<file path="config.mk">
export PLATFORM = sky130hd
export DESIGN_NAME = core_sfr_regs
export DESIGN_NICKNAME = d
export VERILOG_FILES = /design/src/shared/core_sfr_pkg.sv /design/src/verilog/pin_sync_edge.sv /design/src/verilog/core_sfr_regs.sv
export VERILOG_INCLUDE_DIRS = /design/src /design/src/shared
export SDC_FILE = /design/constraint.sdc
export NUM_CORES = 1
export LEC_CHECK = 0
export BUFFER_PORTS_ARGS = -buffer_cell sky130_fd_sc_hd__buf_2
export CORE_MARGIN = 4
export CORE_UTILIZATION = 56
export DETAILED_ROUTE_END_ITERATION = 8
export PLACE_DENSITY = 0.83
export SYNTH_ARGS = -nofsm -noshare
export SYNTH_HDL_FRONTEND = slang
export SYNTH_HIERARCHICAL = 1
export SYNTH_SLANG_ARGS = --single-unit
</file>
<file path="constraint.sdc">
create_clock -name i_mclk -period 7.1 [get_ports i_mclk]
set_clock_uncertainty 0.05 [all_clocks]
set_input_delay 0.355 -clock i_mclk [delete_from_list [all_inputs] [get_ports i_mclk]]
set_output_delay 0.355 -clock i_mclk [all_outputs]
set_load 0.1 [all_outputs]
</file>
<file path="src/shared/core_sfr_cfg.svh">
/*
 * Offsets, field positions, reset values and enable mask of the core
 * special-function register group.
 * Assumes inclusion by bare name from any design or bench file.
 */
`ifndef CORE_SFR_CFG_SVH
`define CORE_SFR_CFG_SVH

`define ADDR_STATUS 9'h003
`define ADDR_INTCTL 9'h00B
`define ADDR_OPTIONS 9'h081
`define ADDR_PERIPH_EN 9'h08C

`define ST_INDIRECT_BANK 7
`define ST_BANK_HI 6
`define ST_BANK_LO 5
`define ST_WDT_TIMEOUT_N 4
`define ST_POWERDOWN_N 3
`define ST_ZERO 2
`define ST_NIBBLE 1
`define ST_CARRY 0

`define OPT_PULLUP_DIS 7
`define OPT_EXT_EDGE 6
`define OPT_T0_SOURCE 5
`define OPT_T0_EDGE 4
`define OPT_PRESC_ASSIGN 3

`define IC_GLOBAL 7
`define IC_PERIPH 6
`define IC_T0_EN 5
`define IC_EXT_EN 4
`define IC_PORT_EN 3
`define IC_T0_FLAG 2
`define IC_EXT_FLAG 1
`define IC_PORT_FLAG 0

`define PE_UNIMPL 3

`define RST_STATUS 8'h18
`define RST_OPTIONS 8'hFF
`define RST_INTCTL 8'h00
`define RST_PERIPH_EN 8'h00
`define PERIPH_EN_MASK 8'hF7

`endif

</file>
<file path="src/shared/core_sfr_pkg.sv">
/*
 * Types shared by the core special-function register group.
 * Assumes nothing beyond a SystemVerilog compiler.
 */
package core_sfr_pkg;

    typedef enum logic [1:0] {
        ALU_NONE = 2'h0,
        ALU_ADD = 2'h1,
        ALU_SUB = 2'h3,
        ALU_LOGIC = 2'h2
    } alu_kind_t;

    typedef enum logic [1:0] {
        ROT_NONE = 2'h0,
        ROT_LEFT = 2'h1,
        ROT_RIGHT = 2'h3
    } rot_kind_t;

endpackage : core_sfr_pkg

</file>
<file path="src/verilog/pin_sync_edge.sv">
/*
 * Three-stage pin synchroniser with rise and fall detection.
 * Assumes the pin is asynchronous to i_mclk.
 */
`timescale 1ns/1ps
module pin_sync_edge
(
    // Clock and reset.
    input wire logic i_mclk,
    input wire logic i_reset_n,
    // Pin and results.
    input wire logic i_pin,
    output logic o_level,
    output logic o_rise,
    output logic o_fall
);
    logic s1;
    logic s2;
    logic s3;

    always_ff @(posedge i_mclk or negedge i_reset_n)
    begin
        if (!i_reset_n)
        begin
            s1 <= 1'h0;
            s2 <= 1'h0;
            s3 <= 1'h0;
        end
        else
        begin
            s1 <= i_pin;
            s2 <= s1;
            s3 <= s2;
        end
    end

    // A change counts once the last two stages agree on the new level.
    always_ff @(posedge i_mclk or negedge i_reset_n)
    begin
        if (!i_reset_n)
            o_level <= 1'h0;
        else if (s2 == s3)
            o_level <= s3;
    end

    assign o_rise = (s2 == s3) && s3 && !o_level;
    assign o_fall = (s2 == s3) && !s3 && o_level;
endmodule : pin_sync_edge

</file>
<file path="src/verilog/core_sfr_regs.sv">
/*
 * Core special-function registers: result flags, bank selects, reset
 * status, timer0 and watchdog prescaler, interrupt control and
 * peripheral interrupt enables, with timer0 and pin event detection.
 * Assumes the core drives one access strobe at a time and that the
 * peripheral flag vector comes from logic on i_mclk.
 */
// Function
// - Indirect bank bit picks upper bank pair when set, lower when clear.
// - Two direct bank bits select banks zero to three.
// - Timeout bit set at power-up, watchdog clear, sleep; cleared on timeout.
// - Power-down bit set at power-up or watchdog clear; cleared by sleep.
// - Register writes to timeout and power-down bits are ignored.
// - Flag-updating instruction writing status keeps flag logic results.
// - Zero flag follows whether the operation result is zero.
// - Nibble carry from bit three; inverted borrow when subtracting.
// - Carry out of bit seven; subtraction adds two's complement.
// - Rotates load carry with the bit shifted out.
// - Pull-up disable bit kills pull-ups; else each follows its latch.
// - External pin edge select: rising when set, falling when clear.
// - Timer0 source: external pin when set, instruction clock when clear.
// - External timer0 edge: falling when set, rising when clear.
// - Prescaler goes to watchdog when set, timer0 otherwise; timer0 1:1.
// - Timer0 divides by 2^(code+1), watchdog by 2^code.
// - Flags set on their condition regardless of any enable.
// - Global enable gates all; peripheral enable gates peripheral sources.
// - Separate enables for timer0, external pin and port change.
// - Timer0 overflow flag sets on overflow, stays until cleared.
// - External pin flag sets on selected edge, stays until cleared.
// - Port change flag sets when upper port B pins change.
// - Peripheral enable register bits, bit three reads zero.
`timescale 1ns/1ps
`include "core_sfr_cfg.svh"
module core_sfr_regs
#(
    parameter int PRESC_W = 8
)
(
    // Clock and reset.
    input wire logic i_mclk,
    input wire logic i_reset_n,
    // Register port.
    input wire logic [8:0] i_addr,
    input wire logic [7:0] i_wdata,
    input wire logic i_wr,
    input wire logic i_rd,
    output logic [7:0] o_rdata,
    // Instruction execution results.
    input wire logic i_instr_tick,
    input wire core_sfr_pkg::alu_kind_t i_alu_kind,
    input wire core_sfr_pkg::rot_kind_t i_rot_kind,
    input wire logic [7:0] i_op_a,
    input wire logic [7:0] i_op_b,
    input wire logic [7:0] i_result,
    input wire logic i_watchdog_clear_instruction,
    input wire logic i_sleep_instruction,
    input wire logic i_watchdog_timeout,
    // Addressing.
    input wire logic [7:0] i_fsr,
    input wire logic [6:0] i_direct_offset,
    output logic [8:0] o_indirect_addr,
    output logic [8:0] o_direct_addr,
    // Pins and peripherals.
    input wire logic i_external_interrupt_pin,
    input wire logic i_timer0_external_clock_pin,
    input wire logic [3:0] i_portb_high_pins,
    input wire logic [7:0] i_portb_latch,
    input wire logic [7:0] i_periph_flags,
    output logic [7:0] o_portb_pullup_en,
    output logic [7:0] o_timer0_count,
    output logic o_watchdog_tick,
    output logic o_int_request
);
    logic [7:0] status;
    logic [7:0] options;
    logic [7:0] intctl;
    logic [7:0] periph_en;
    logic [7:0] timer0_count;
    logic [PRESC_W-1:0] presc;
    logic ext_level;
    logic ext_rise;
    logic ext_fall;
    logic t0_rise;
    logic t0_fall;
    logic t0_level;
    logic [3:0] port_lvl;
    logic [3:0] port_rise;
    logic [3:0] port_fall;
    logic wr_status;
    logic wr_intctl;
    logic flag_update;
    logic t0_source_tick;
    logic presc_tap;
    logic t0_inc;
    logic t0_overflow;
    logic ext_event;
    logic port_event;
    logic [4:0] nib_sum;
    logic [8:0] full_sum;
    logic [7:0] addend;
    logic next_zero;
    logic next_nibble;
    logic next_carry;
    logic [2:0] rate;

    pin_sync_edge u_ext
    (
        .i_mclk(i_mclk),
        .i_reset_n(i_reset_n),
        .i_pin(i_external_interrupt_pin),
        .o_level(ext_level),
        .o_rise(ext_rise),
        .o_fall(ext_fall)
    );

    pin_sync_edge u_t0
    (
        .i_mclk(i_mclk),
        .i_reset_n(i_reset_n),
        .i_pin(i_timer0_external_clock_pin),
        .o_level(t0_level),
        .o_rise(t0_rise),
        .o_fall(t0_fall)
    );

    genvar g;
    generate
        for (g = 0; g < 4; g++)
        begin : g_port
            pin_sync_edge u_port
            (
                .i_mclk(i_mclk),
                .i_reset_n(i_reset_n),
                .i_pin(i_portb_high_pins[g]),
                .o_level(port_lvl[g]),
                .o_rise(port_rise[g]),
                .o_fall(port_fall[g])
            );
        end
    endgenerate

    assign wr_status = i_wr && (i_addr == `ADDR_STATUS);
    assign wr_intctl = i_wr && (i_addr == `ADDR_INTCTL);
    assign flag_update = i_instr_tick
        && (i_alu_kind != core_sfr_pkg::ALU_NONE);
    assign rate = options[2:0];

    // Subtraction adds the inverted operand plus one: carry means no borrow.
    assign addend = (i_alu_kind == core_sfr_pkg::ALU_SUB)
        ? ~i_op_b : i_op_b;
    assign full_sum = {1'h0, i_op_a} + {1'h0, addend}
        + {8'h00, (i_alu_kind == core_sfr_pkg::ALU_SUB)};
    assign nib_sum = {1'h0, i_op_a[3:0]} + {1'h0, addend[3:0]}
        + {4'h0, (i_alu_kind == core_sfr_pkg::ALU_SUB)};

    always_comb
    begin
        next_zero = status[`ST_ZERO];
        next_nibble = status[`ST_NIBBLE];
        next_carry = status[`ST_CARRY];
        if (flag_update)
            next_zero = (i_result == 8'h00);
        if (i_instr_tick && i_alu_kind[0])
        begin
            next_nibble = nib_sum[4];
            next_carry = full_sum[8];
        end
        if (i_instr_tick && (i_rot_kind == core_sfr_pkg::ROT_LEFT))
            next_carry = i_op_a[7];
        else if (i_instr_tick && (i_rot_kind == core_sfr_pkg::ROT_RIGHT))
            next_carry = i_op_a[0];
    end

    // Result flags: instruction logic beats a data write to the same bits.
    always_ff @(posedge i_mclk or negedge i_reset_n)
    begin
        if (!i_reset_n)
            status[2:0] <= 3'(`RST_STATUS);
        else if (flag_update || (i_instr_tick
            && (i_rot_kind != core_sfr_pkg::ROT_NONE)))
            status[2:0] <= {next_zero, next_nibble, next_carry};
        else if (wr_status)
            status[2:0] <= i_wdata[2:0];
    end

    always_ff @(posedge i_mclk or negedge i_reset_n)
    begin
        if (!i_reset_n)
            status[7:5] <= 3'(`RST_STATUS >> 5);
        else if (wr_status)
            status[7:5] <= i_wdata[7:5];
    end

    // Reset status bits ignore writes; a timeout wins over a clear.
    always_ff @(posedge i_mclk or negedge i_reset_n)
    begin
        if (!i_reset_n)
        begin
            status[`ST_WDT_TIMEOUT_N] <= 1'h1;
            status[`ST_POWERDOWN_N] <= 1'h1;
        end
        else
        begin
            if (i_watchdog_timeout)
                status[`ST_WDT_TIMEOUT_N] <= 1'h0;
            else if (i_watchdog_clear_instruction || i_sleep_instruction)
                status[`ST_WDT_TIMEOUT_N] <= 1'h1;
            if (i_sleep_instruction)
                status[`ST_POWERDOWN_N] <= 1'h0;
            else if (i_watchdog_clear_instruction)
                status[`ST_POWERDOWN_N] <= 1'h1;
        end
    end

    assign o_indirect_addr = {status[`ST_INDIRECT_BANK], i_fsr};
    assign o_direct_addr = {status[6:5], i_direct_offset};

    always_ff @(posedge i_mclk or negedge i_reset_n)
    begin
        if (!i_reset_n)
            options <= `RST_OPTIONS;
        else if (i_wr && (i_addr == `ADDR_OPTIONS))
            options <= i_wdata;
    end

    always_ff @(posedge i_mclk or negedge i_reset_n)
    begin
        if (!i_reset_n)
            periph_en <= `RST_PERIPH_EN;
        else if (i_wr && (i_addr == `ADDR_PERIPH_EN))
            periph_en <= i_wdata & `PERIPH_EN_MASK;
    end

    always_ff @(posedge i_mclk or negedge i_reset_n)
    begin
        if (!i_reset_n)
            o_portb_pullup_en <= 8'h00;
        else if (options[`OPT_PULLUP_DIS])
            o_portb_pullup_en <= 8'h00;
        else
            o_portb_pullup_en <= i_portb_latch;
    end

    // Timer0 source and edge choice.
    assign t0_source_tick = options[`OPT_T0_SOURCE]
        ? (options[`OPT_T0_EDGE] ? t0_fall : t0_rise)
        : i_instr_tick;

    // One shared ripple prescaler; a tap bit falling marks one output count.
    always_ff @(posedge i_mclk or negedge i_reset_n)
    begin
        if (!i_reset_n)
            presc <= '0;
        else if (options[`OPT_PRESC_ASSIGN] ? i_instr_tick : t0_source_tick)
            presc <= presc + 1'b1;
    end

    // Timer0 takes 2^(code+1), the watchdog 2^code with code 000 as 1:1.
    always_comb
    begin
        presc_tap = 1'h0;
        o_watchdog_tick = 1'h0;
        if (options[`OPT_PRESC_ASSIGN])
        begin
            o_watchdog_tick = i_instr_tick
                && ((presc & ((PRESC_W'(1) << rate) - PRESC_W'(1)))
                == ((PRESC_W'(1) << rate) - PRESC_W'(1)));
        end
        else
        begin
            presc_tap = t0_source_tick
                && ((presc & ((PRESC_W'(2) << rate) - PRESC_W'(1)))
                == ((PRESC_W'(2) << rate) - PRESC_W'(1)));
        end
    end

    assign t0_inc = options[`OPT_PRESC_ASSIGN]
        ? t0_source_tick : presc_tap;
    assign t0_overflow = t0_inc && (timer0_count == 8'hFF);

    always_ff @(posedge i_mclk or negedge i_reset_n)
    begin
        if (!i_reset_n)
            timer0_count <= 8'h00;
        else if (t0_inc)
            timer0_count <= timer0_count + 8'h01;
    end
    assign o_timer0_count = timer0_count;

    assign ext_event = options[`OPT_EXT_EDGE] ? ext_rise : ext_fall;

    // Every synchronised change counts, so pins moving one cycle apart
    // are never lost.
    assign port_event = |(port_rise | port_fall);

    // Enables from software; flags set by events win over a software clear.
    always_ff @(posedge i_mclk or negedge i_reset_n)
    begin
        if (!i_reset_n)
            intctl <= `RST_INTCTL;
        else
        begin
            if (wr_intctl)
                intctl <= i_wdata;
            if (t0_overflow)
                intctl[`IC_T0_FLAG] <= 1'h1;
            if (ext_event)
                intctl[`IC_EXT_FLAG] <= 1'h1;
            if (port_event)
                intctl[`IC_PORT_FLAG] <= 1'h1;
        end
    end

    always_comb
    begin
        o_int_request = intctl[`IC_GLOBAL]
            && ((|(intctl[5:3] & intctl[2:0]))
            || (intctl[`IC_PERIPH] && |(periph_en & i_periph_flags)));
    end

    always_ff @(posedge i_mclk or negedge i_reset_n)
    begin
        if (!i_reset_n)
            o_rdata <= 8'h00;
        else if (i_rd)
        begin
            unique case (i_addr)
                `ADDR_STATUS: o_rdata <= status;
                `ADDR_INTCTL: o_rdata <= intctl;
                `ADDR_OPTIONS: o_rdata <= options;
                `ADDR_PERIPH_EN: o_rdata <= periph_en;
                default: o_rdata <= 8'h00;
            endcase
        end
        else
            o_rdata <= 8'h00;
    end
endmodule : core_sfr_regs

</file>
==> summary.txt, run 1 <==
Status
  • Status: finished clean

Clocking
  • Clk Latency, worst-skew pair: 0.35 ns
  • Number of CTS-inserted buffers: 9
  • Post_cts resized: 0
  • CTS tree: done
  • Clock Pin Slew Worst Setup and Hold Paths: 0.09 ns
  • CTS Hold Bufs: 0
  • Setup fix buffers added after clock tree synthesis: 0
  • Root Buffer: clkbuf_8
  • Maximum root-to-sink buffer count: 2
  • H-Tree Level Count: 3
  • Sink Count: 87

Critical path
  • Worst-path fanout max: 12
  • CP Data Required Time: 6.69 ns
  • Cell breakdown of the critical path: nor3_2 > inv_1 > ha_1 > nor3b_1 > nand2_1 > a21oi_1 > nor4_1 > buf_2
  • CP Capture Type: output port
  • Startpoint class of the critical path: flip-flop
  • Critical path buffer and inverter count: 2
  • Worst path top cell family by delay: flip-flops
  • WP data arrival: 2.52 ns
  • Worst setup path class: flip-flop to output port
  • Crit path largest cell delay: 0.67 ns
  • Crit-path slowest cell: dfstp_2

Synth
  • Distinct cells, synth: 55
  • Register area share after synthesis: 0.493
  • Fraction of registers with async set/reset: 1.00
  • Yosys warns: 6
  • Synth top area share: 0.434
  • Most common flop cell mapped by yosys: dfrtp_1
  • Post-synth EDFFs: 0
  • Syn_nets: 502
  • Dominant cell type by area after synthesis: dfrtp_1
  • Yosys reg bits: 87
  • Mapped cell area: 4440 um2
  • Syn Inst Count: 390
  • Top cells by area, synth: dfrtp_1 43%, mux2_2 6.8%, ha_1 6.2%
  • Synthesized area per cell: 11.4 um2

Power
  • Seq pwr share: 0.487
  • Tot Pwr: 0.00127 W
  • Internal power: 0.000796 W
  • Net Sw Frac: 0.374
  • VDD IR-drop max: 0.000366 V
  • Sw power: 0.000476 W
  • Combinational Power Share: 0.267
  • Clock share of power: 0.247
  • Leakage: 2.48 nW
  • Pwr Density: 250 nW/um2

Layout
  • Share of layout cells above drive strength 1: 0.345
  • Most frequent cells in the layout: 101 x buf_2, 77 x dfrtp_1, 28 x nor2_1
  • Final core occ: 0.658
  • Layout area overhead: 14.4%
  • Non-Filler Instances: 583
  • Layout Nets: 588
  • Commonest non-fill, non-tap cell in the layout: buf_2
  • N_diodes: 0

STA
  • Final setup vio count: 0
  • Final Hold Viols: 0
  • Slew Viols, Final: 0
  • Rel. slew slack: 0.302
  • Total negative slack: 0 ns
  • Fmax: 342 MHz
  • Worst slew pin tran: 1.05 ns
  • Tcrit/Tclk final: 0.412
  • Minimum clock period: 2.93 ns
  • RSZ-0062 raised after global routing: no

Global routing
  • Total Routing Usage GR: 0.195
  • GRT Residual Overflow: 0
  • Largest net degree at the start of global routing: 88
  • Vias in the first global route: 3262
  • First-pass GRT wire length: 15200 um
  • Initial antenna violation count: 0

Routing
  • Vias: 3166
  • Routed WL per cell: 15.6 um
  • Drt pass-1 iters: 5
  • Final wirelength: 9080 um
  • Drt drc: 0
  • DRT iter0 DRCs: 174
  • Final ANT Viol Nets: 0
  • Via density per instance: 5.43

Placement
  • Routability cong.: 0.849
  • Post-DP HPWL: 6930 um
  • Buffers on Ports: 102
  • Placed cell count: 567

Floorplan
  • Die width: 97.1 um
  • Die ar.: 9420 um2
  • IO Count: 134
  • FP Rows: 32
  • Initial Util: 0.575
  • Core area: 7730 um2
  • Chip height: 97.1 um

Job
  • Max-cap violations: 0

Hold path
  • HP Class: input port to flip-flop
-- logic make-up after synthesis --
kind of cell	count (synthesis)	share of synthesized area
mux	38	0.101
compound gates	55	0.0941
xor+xnor	23	0.0454
simple gates	119	0.146
flops	87	0.493
buf+inv	45	0.0563
fa+ha+maj	23	0.0642
-- power groups by stage --
stage               combinational (W)  sequential [W]  clock (W)
global placement             0.000331        0.000623          0
floorplan                    0.000178        0.000736          0
global route                 0.000365        0.000632   0.000342
CTS                          0.000343        0.000620   0.000320
detailed placement           0.000343        0.000629          0
finish                       0.000339        0.000619   0.000314
-- through the flow --
stage / setup WS (ns) / cell area, um2 / hold slack (ns)
global placement: 4.49 / 4900 / 0.281
CTS: 4.14 / 5080 / 0.0343
detailed placement: 4.48 / 4900 / 0.285
floorplan: 2.45 / 4440 / 0.00941
global route: 4.02 / 5080 / 0.0272
finish: 4.17 / 5080 / 0.0497
-- routing by layer --
layer | routed length, um | global-route usage
met5 | 0 | 0
met4 | 116 | 0.0583
met3 | 569 | 0.0553
met2 | 4540 | 0.329
met1 | 3860 | 0.246
-- final cells by class --
cell class	count	area [um2]
fillers	616	2650
multi-input cells	258	2000
clock inverters	6	50.0
flip-flops and latches	87	2190
clock buffers	10	128
well taps	102	128
inverters	17	63.8
repair buffers	103	520
-- worst register-to-register path: stages (launching register included) --
cell and delay, ns:
dfstp_2 0.67, nor3_2 0.10, inv_1 0.06, ha_1 0.33, xor2_1 0.11, or3_1 0.31
a41o_1 0.27, a21oi_4 0.25, nor2b_2 0.09, mux2_4 0.30
-- path summary, 6_finish.rpt --
path / from / to / slack (ns) / cells after the start
max: options[1] / o_watchdog_tick / 4.17 / 8
min: i_portb_high_pins[0] / g_port[0].u_port/s1 / 0.05 / 1
max reg2reg: options[1] / o_timer0_count[1] / 4.45 / 9
min reg2reg: g_port[0].u_port/s1 / g_port[0].u_port/s2 / 0.30 / 0
max in group asynchronous: i_reset_n / intctl[1] / 6.19 / 1
min in group asynchronous: i_reset_n / g_port[2].u_port/s1 / 0.13 / 1
-- cell usage after synthesis, drive strengths merged (4+ instances only) --
cell type  count
nand3          8
nor3           5
a22o           7
xor2           9
clkbuf         4
dfrtp         77
mux2          34
nor2          28
nor4           4
xnor2         14
nand2b         4
buf           24
nand4          6
ha            22
o21ai          8
nor2b         19
a222oi         9
inv           17
nand2         19
a21oi         13
and2           8
dfstp         10
mux2i          4
-- state kept, by name, summed over array words and instances, names as in the netlist, 4 cells and up --
| register | cells |
|---|---|
| g_port.u_port/o_level | 4 |
| o_rdata | 8 |
| g_port.u_port/s2 | 4 |
| periph_en | 7 |
| g_port.u_port/s3 | 4 |
| g_port.u_port/s1 | 4 |
| presc | 8 |
| o_portb_pullup_en | 8 |
| options | 8 |
| status | 5 |
| intctl | 8 |
| o_timer0_count | 8 |
Note: power is estimated with default switching activity, not from simulation.
==> run 2: changes to the inputs <==
- CORE_UTILIZATION: 56 -> 47
- PLACE_DENSITY: 0.83 -> 0.74
- clock period: 7.1 -> 2.6 ns (I/O delays scaled with it)
==> run 2 against run 1 <==
  * Via count increased by 6.1%
  * Sequential share of layout area decreased by 3.0 points
  * Core utilization decreased by 6.6 points
  * Register-to-register slack got worse by 4.3 ns
  * Worst hold slack got worse by 0.029 ns
  * Power increased to 2.8 times the previous value
  * Die area increased by 18%
  * Sequential cell count unchanged
  * Clock-buffer cell count unchanged
  * Critical endpoint is now o_timer0_count[1]
  * Largest cell class unchanged
  * Largest power group unchanged
==> summary.txt, run 2 (same netlist as run 1, synthesis figures left out) <==
Routing
  • Drt pass-1 iters: 5 (unchanged)
  • DRT iter0 DRCs: 152 (-13%)
  • Via density per instance: 5.21 (-4.0%)
  • Vias: 3358 (+6.1%)
  • Final wirelength: 9710 um (+7.0%)
  • Drt drc: 0 (unchanged)
  • Final ANT Viol Nets: 0 (unchanged)
  • Routed WL per cell: 15.1 um (-3.2%)

Critical path
  • Stages on the worst setup path: 8 (unchanged)
  • Startpoint class of the critical path: flip-flop
  • Critical path buffer and inverter count: 0 (-2)
  • CP Data Required Time: 2.80 ns (-3.89 ns)
  • R2R depth: 8 (-1)
  • Crit path largest cell delay: 0.67 ns (about the same)
  • WP data arrival: 2.68 ns (+0.16 ns)
  • Crit-path slowest cell: dfstp_2
  • Worst-path fanout max: 10 (-2)
  • Worst setup path class: flip-flop to flip-flop
  • Reg-to-reg startpoint: options[0]
  • Cell breakdown of the critical path: nand2_1 > ha_2 > xor2_1 > or3_1 > a41o_1 > a21oi_4 > nor2b_2 > mux2_4
  • Worst path top cell family by delay: flip-flops
  • Worst R2R End: o_timer0_count[1]
  • CP Capture Type: flip-flop
  • R2R Setup Slk: 0.12 ns (-4.33 ns)

Clocking
  • Sink Count: 87 (unchanged)
  • CTS tree: done
  • Clk Latency, worst-skew pair: 0.37 ns (+0.02 ns)
  • Maximum root-to-sink buffer count: 2 (unchanged)
  • Root Buffer: clkbuf_8
  • Clock Pin Slew Worst Setup and Hold Paths: 0.09 ns (about the same)
  • H-Tree Level Count: 3 (unchanged)
  • Number of CTS-inserted buffers: 9 (unchanged)

STA
  • Minimum clock period: 2.48 ns
  • Slew Viols, Final: 0 (unchanged)
  • Tcrit/Tclk final: 0.954
  • Final WS setup: 0.119 ns (-4.05 ns)
  • Rel. slew slack: 0.322 (+0.0194)
  • Fmax: 403 MHz
  • Final setup vio count: 0 (unchanged)
  • Final Hold Viols: 0 (unchanged)
  • Worst slew pin tran: 1.02 ns (-0.0291 ns)
  • RSZ-0062 raised after global routing: no

Hold path
  • HP Class: input port to flip-flop
  • Hold Startpoint: i_wdata[2]
  • Min-Delay Endpoint: periph_en[2]
  • Hold Path Depth: 2 (+1)

Global routing
  • GRT Residual Overflow: 0 (unchanged)
  • Initial antenna violation count: 0 (unchanged)
  • First-pass GRT wire length: 15900 um (+4.5%)
  • Largest net degree at the start of global routing: 84 (-4.5%)
  • Vias in the first global route: 3436 (+5.3%)
  • Total Routing Usage GR: 0.177 (-0.0183)

Layout
  • Layout area overhead: 23.1%
  • Commonest non-fill, non-tap cell in the layout: buf_2
  • Fillers: 766 (+24%)
  • N_diodes: 0 (unchanged)
  • Layout Nets: 622 (+5.8%)
  • Final Instance Area: 5470 um2 (+7.6%)
  • Non-Filler Instances: 644 (+10%)
  • Most frequent cells in the layout: 100 x buf_2, 77 x dfrtp_1, 28 x nor2_1
  • Share of layout cells above drive strength 1: 0.346 (+0.000517)

Power
  • VDD IR-drop max: 0.00118 V (+220%)
  • Pwr Density: 649 nW/um2 (+160%)
  • Leakage: 2.63 nW (+6.2%)
  • Clock share of power: 0.246 (about the same)
  • Net Sw Frac: 0.376 (+0.00168)
  • Internal power: 0.00221 W (+180%)
  • Sw power: 0.00133 W (+180%)
  • Seq pwr share: 0.478 (-0.009)
  • Combinational Power Share: 0.276 (+0.009)

Placement
  • Post-DP HPWL: 7140 um (+3.0%)
  • Pre-CTS setup slack: 0.0463 ns (-4.43 ns)
  • Routability cong.: 0.880 (+3.6%)
  • Placed Instance Area: 5020 um2 (+2.4%)
  • Buffers on Ports: 102 (unchanged)
  • Placed cell count: 601 (+6.0%)

Status
  • Status: finished clean

Floorplan
  • Chip height: 105 um (+8.4%)
  • Core area: 9240 um2 (+20%)
  • Die ar.: 11100 um2 (+18%)
  • Die width: 105 um (+8.4%)
  • IO Count: 134 (unchanged)
  • Initial Util: 0.481 (-0.0941)
  • FP Rows: 35 (+9.4%)

Job
  • Max-cap violations: 0 (unchanged)
[run 2: timing repair]
action	CTS	global route
setup buffers	0	3
setup endpoints to repair	0	8
endpoints found under the hold margin	106	0
hold buffers	24	0
resized for setup	0	2
[run 2: worst max-delay path by stage]
stage | start | slack, ns | endpoint
floorplan | options[1] | -0.008 | o_watchdog_tick
global placement | options[2] | 0.14 | o_timer0_count[1]
detailed placement | options[2] | 0.05 | o_timer0_count[1]
CTS | options[2] | 0.01 | o_watchdog_tick
global route | options[2] | 0.008 | o_timer0_count[1]
finish | options[0] | 0.12 | o_timer0_count[1]
[run 2: power by group through the flow]
stage / sequential (W) / clock, W / combinational, W
5_1_grt: 0.00172 / 0.000952 / 0.00106
4_1_cts: 0.00169 / 0.000905 / 0.000982
3_5_place_dp: 0.00171 / 0 / 0.000951
6_report: 0.00169 / 0.000874 / 0.000978
2_1_floorplan: 0.00201 / 0 / 0.000488
3_3_place_gp: 0.00171 / 0 / 0.000924
[run 2: worst register-to-register path, stage by stage, from the launching register on]
cell	delay (ns)
dfstp_2	0.67
nand2_1	0.09
ha_2	0.23
xor2_1	0.14
or3_1	0.31
a41o_1	0.29
a21oi_4	0.21
nor2b_2	0.08
mux2_4	0.30
[run 2: metrics by stage]
step	hold slack (ns)	util	setup TNS, ns	total power (W)
floorplan	-0.216	-	-0.00801	0.00250
global placement	0.188	0.543	0	0.00263
detailed placement	0.189	0.543	0	0.00266
CTS	0.00929	0.588	0	0.00358
global route	0.0224	0.592	0	0.00373
finish	0.0208	0.592	0	0.00355
[run 2: final cells by class]
class / count / area [um2] / share of cell area
flip-flops and latches: 87 / 2190 / 0.401
multi-input cells: 258 / 2030 / 0.371
repair buffers: 137 / 848 / 0.155
well taps: 129 / 161 / 0.0295
clock buffers: 10 / 128 / 0.0233
inverters: 17 / 63.8 / 0.0117
clock inverters: 6 / 50.0 / 0.00916
[run 2: metal layers]
| metal | track usage | up-vias | part of all wire |
|---|---|---|---|
| met4 | 0.0544 | 0 | 0.018 |
| met5 | 0 | - | 0 |
| met1 | 0.219 | 1617 | 0.42 |
| li1 | - | 1610 | - |
| met2 | 0.303 | 109 | 0.51 |
| met3 | 0.0472 | 22 | 0.057 |
==> run 3: changes to the inputs <==
- SYNTH_HIERARCHICAL: 1 -> not set
==> run 3 against run 2 <==
  * Non-clock buffer count fell by 2
  * Power increased by 9.0%
  * Cell count is 2.0% lower
  * Sequential cell count unchanged
  * Highest routed layer unchanged
  * Sequential share of layout area rose by 0.47 points
  * Global-route usage increased by 1.1 points
  * Register-to-register slack improved by 0.17 ns
  * Worst setup slack improved by 0.12 ns
  * Clock power increased by 6.3%
==> summary.txt, run 3 <==
Power
  • VDD IR-drop max: 0.000611 V (-48%)
  • Internal power: 0.00228 W (+3.2%)
  • Sw power: 0.00158 W (+19%)
  • Clock share of power: 0.240 (-0.006)
  • Tot Pwr: 0.00386 W (+9.0%)
  • Seq pwr share: 0.451 (-0.027)
  • Leakage: 2.57 nW (-2.5%)
  • Combinational Power Share: 0.308 (+0.032)
  • Net Sw Frac: 0.409 (+0.0333)
  • Pwr Density: 715 nW/um2 (+10%)

Synth
  • Yosys warns: 0 (-6)
  • Register area share after synthesis: 0.499 (+0.00576)
  • Post-synth EDFFs: 0 (unchanged)
  • Fraction of registers with async set/reset: 1.00 (unchanged)
  • Top cells by area, synth: dfrtp_1 44%, ha_1 6.3%, dfstp_2 6.0%
  • Synthesized area per cell: 11.1 um2 (-2.7%)
  • Yosys reg bits: 87 (unchanged)
  • Mapped cell area: 4390 um2 (-1.2%)
  • Synth top area share: 0.439 (+0.00507)
  • Syn_nets: 508 (+1.2%)
  • Dominant cell type by area after synthesis: dfrtp_1
  • Most common flop cell mapped by yosys: dfrtp_1
  • Distinct cells, synth: 54 (-1.8%)
  • List of most frequent post-synthesis cells: 77 x dfrtp_1, 34 x nand2_1, 22 x ha_1
  • Syn Inst Count: 396 (+1.5%)
  • Top-count cell post-synth: dfrtp_1

Layout
  • N_diodes: 0 (unchanged)
  • Multi-input gate area: 1960 um2 (-3.2%)
  • Share of layout cells above drive strength 1: 0.331 (-0.0149)
  • Layout Nets: 627 (+0.80%)
  • Commonest non-fill, non-tap cell in the layout: buf_2
  • Layout area overhead: 23.1% (about the same)
  • Most frequent cells in the layout: 100 x buf_2, 77 x dfrtp_1, 34 x nand2_1
  • Seq. cell area: 2190 um2 (unchanged)
  • Final core occ: 0.590 (-0.00131)
  • Non-Filler Instances: 631 (-2.0%)
  • Fillers: 759 (-0.91%)

Global routing
  • Largest net degree at the start of global routing: 63 (-25%)
  • GRT Residual Overflow: 0 (unchanged)
  • Total Routing Usage GR: 0.189 (+0.0114)
  • First-pass GRT wire length: 16800 um (+5.6%)
  • Vias in the first global route: 3511 (+2.2%)
  • Initial antenna violation count: 0 (unchanged)

STA
  • Tcrit/Tclk final: 0.910 (-0.0445)
  • RSZ-0062 raised after global routing: no
  • Final Hold Viols: 0 (unchanged)
  • Worst hold margin: 0.0456 ns (+0.0249 ns)
  • Final setup vio count: 0 (unchanged)
  • Total negative slack: 0 ns (unchanged)
  • Slew Viols, Final: 0 (unchanged)
  • Fmax: 423 MHz (+4.9%)
  • Rel. slew slack: 0.428 (+0.106)
  • Minimum clock period: 2.36 ns (-0.116 ns)
  • Worst slew pin tran: 0.855 ns (-0.163 ns)

Clocking
  • Maximum root-to-sink buffer count: 2 (unchanged)
  • Clock Pin Slew Worst Setup and Hold Paths: 0.10 ns (about the same)
  • Clk Latency, worst-skew pair: 0.37 ns (about the same)
  • Sink Count: 87 (unchanged)
  • H-Tree Level Count: 3 (unchanged)
  • CTS tree: done
  • Root Buffer: clkbuf_8
  • Number of CTS-inserted buffers: 9 (unchanged)

Critical path
  • Cell breakdown of the critical path: nor3_2 > inv_1 > ha_1 > nor3b_1 > a211oi_1 > o21ai_0 > nor3_2 > buf_6
  • WP data arrival: 2.18 ns (-0.50 ns)
  • Worst path top cell family by delay: flip-flops
  • CP Data Required Time: 2.42 ns (-0.38 ns)
  • R2R depth: 6 (-2)
  • Worst-path fanout max: 12 (+2)
  • Worst setup path class: flip-flop to output port
  • Critical path buffer and inverter count: 2 (+2)
  • Crit-path slowest cell: dfstp_2
  • Most common cell on crit path: nor3_2
  • Startpoint class of the critical path: flip-flop
  • Stages on the worst setup path: 8 (unchanged)
  • CP Capture Type: output port
  • Crit path largest cell delay: 0.64 ns (-0.03 ns)

Status
  • Status: finished clean

Routing
  • Drt drc: 0 (unchanged)
  • Drt pass-1 iters: 5 (unchanged)
  • Final ANT Viol Nets: 0 (unchanged)
  • Routed WL per cell: 16.1 um (+6.5%)
  • Final wirelength: 10100 um (+4.3%)
  • Via density per instance: 5.49 (+5.3%)
  • Vias: 3464 (+3.2%)
  • DRT iter0 DRCs: 309 (+100%)

Floorplan
  • Core area: 9150 um2 (-0.95%)
  • Chip height: 105 um (-0.54%)
  • IO Count: 134 (unchanged)
  • Initial Util: 0.480 (-0.00100)
  • FP Rows: 35 (unchanged)
  • Die width: 105 um (-0.54%)
  • Die ar.: 11000 um2 (-1.1%)

Placement
  • Routability cong.: 0.897 (+2.0%)
  • Post-DP HPWL: 7440 um (+4.2%)
  • Placed cell count: 588 (-2.2%)
  • Buffers on Ports: 102 (unchanged)

Job
  • Max-cap violations: 0 (unchanged)

Hold path
  • HP Class: input port to flip-flop
  • Hold Path Depth: 2 (unchanged)
-- run 3: cell types whose count changed after synthesis, moves of 7 or more --
cell / before / now
nor2_1: 28 / 11
nand2_1: 18 / 34
o21ai_0: 8 / 18
nor2b_1: 18 / 10
a222oi_1: 9 / 2
a22oi_1: 2 / 9
-- run 3: cell families (layout without fill, tap and decap cells) --
logic type | Yosys count | in the layout | share of synthesized area
fa+ha+maj | 22 | 22 | 0.0627
buf+inv | 48 | 172 | 0.0570
mux | 29 | 29 | 0.0732
flops | 87 | 87 | 0.499
simple gates | 102 | 102 | 0.127
xor+xnor | 22 | 22 | 0.0439
compound gates | 86 | 86 | 0.137
-- run 3: final cells by class --
type                    instances  share of cell area
clock buffers                  10              0.0255
clock inverters                 6              0.0107
inverters                      21              0.0146
multi-input cells             261               0.363
flip-flops and latches         87               0.405
well taps                     111              0.0257
repair buffers                135               0.155
-- run 3: through the flow --
stage	area, um2	setup WS [ns]
after CTS	5370	0.104
after global routing	5400	0.0126
after floorplan	4400	-0.223
final	5400	0.235
after detailed placement	4930	0.240
after global placement	4930	0.284
-- run 3: layer usage --
metal | part of all wire | global-route usage | up-vias
met5 | 0 | 0 | -
met4 | 0.019 | 0.0656 | 0
met3 | 0.070 | 0.0556 | 21
met2 | 0.49 | 0.304 | 134
met1 | 0.42 | 0.243 | 1666
li1 | - | - | 1643
-- run 3: power by group through the flow --
stage               clock network [W]  registers [W]  logic, W
global route                  0.00101        0.00178   0.00128
floorplan                           0        0.00222  0.000520
detailed placement                  0        0.00177   0.00116
CTS                          0.000962        0.00174   0.00120
global placement                    0        0.00176   0.00114
finish                       0.000929        0.00174   0.00119
-- run 3: final timing paths --
check / from / end / slack [ns]
worst min-delay path: i_wdata[1] / options[1] / 0.05
max in group asynchronous: i_reset_n / options[0] / 1.67
min in group asynchronous: i_reset_n / intctl[2] / 0.15
worst max-delay path: options[2] / o_watchdog_tick / 0.24
worst min register to register: g_port[1].u_port.s1 / g_port[1].u_port.s2 / 0.30
worst max register to register: u_t0.s2 / o_timer0_count[1] / 0.29
-- run 3: what timing repair did --
action,CTS,global route
gates resized for setup,1,2
hold endpoints to repair,58,0
hold buffers,24,0
setup buffers,0,3
setup endpoints to repair,1,3
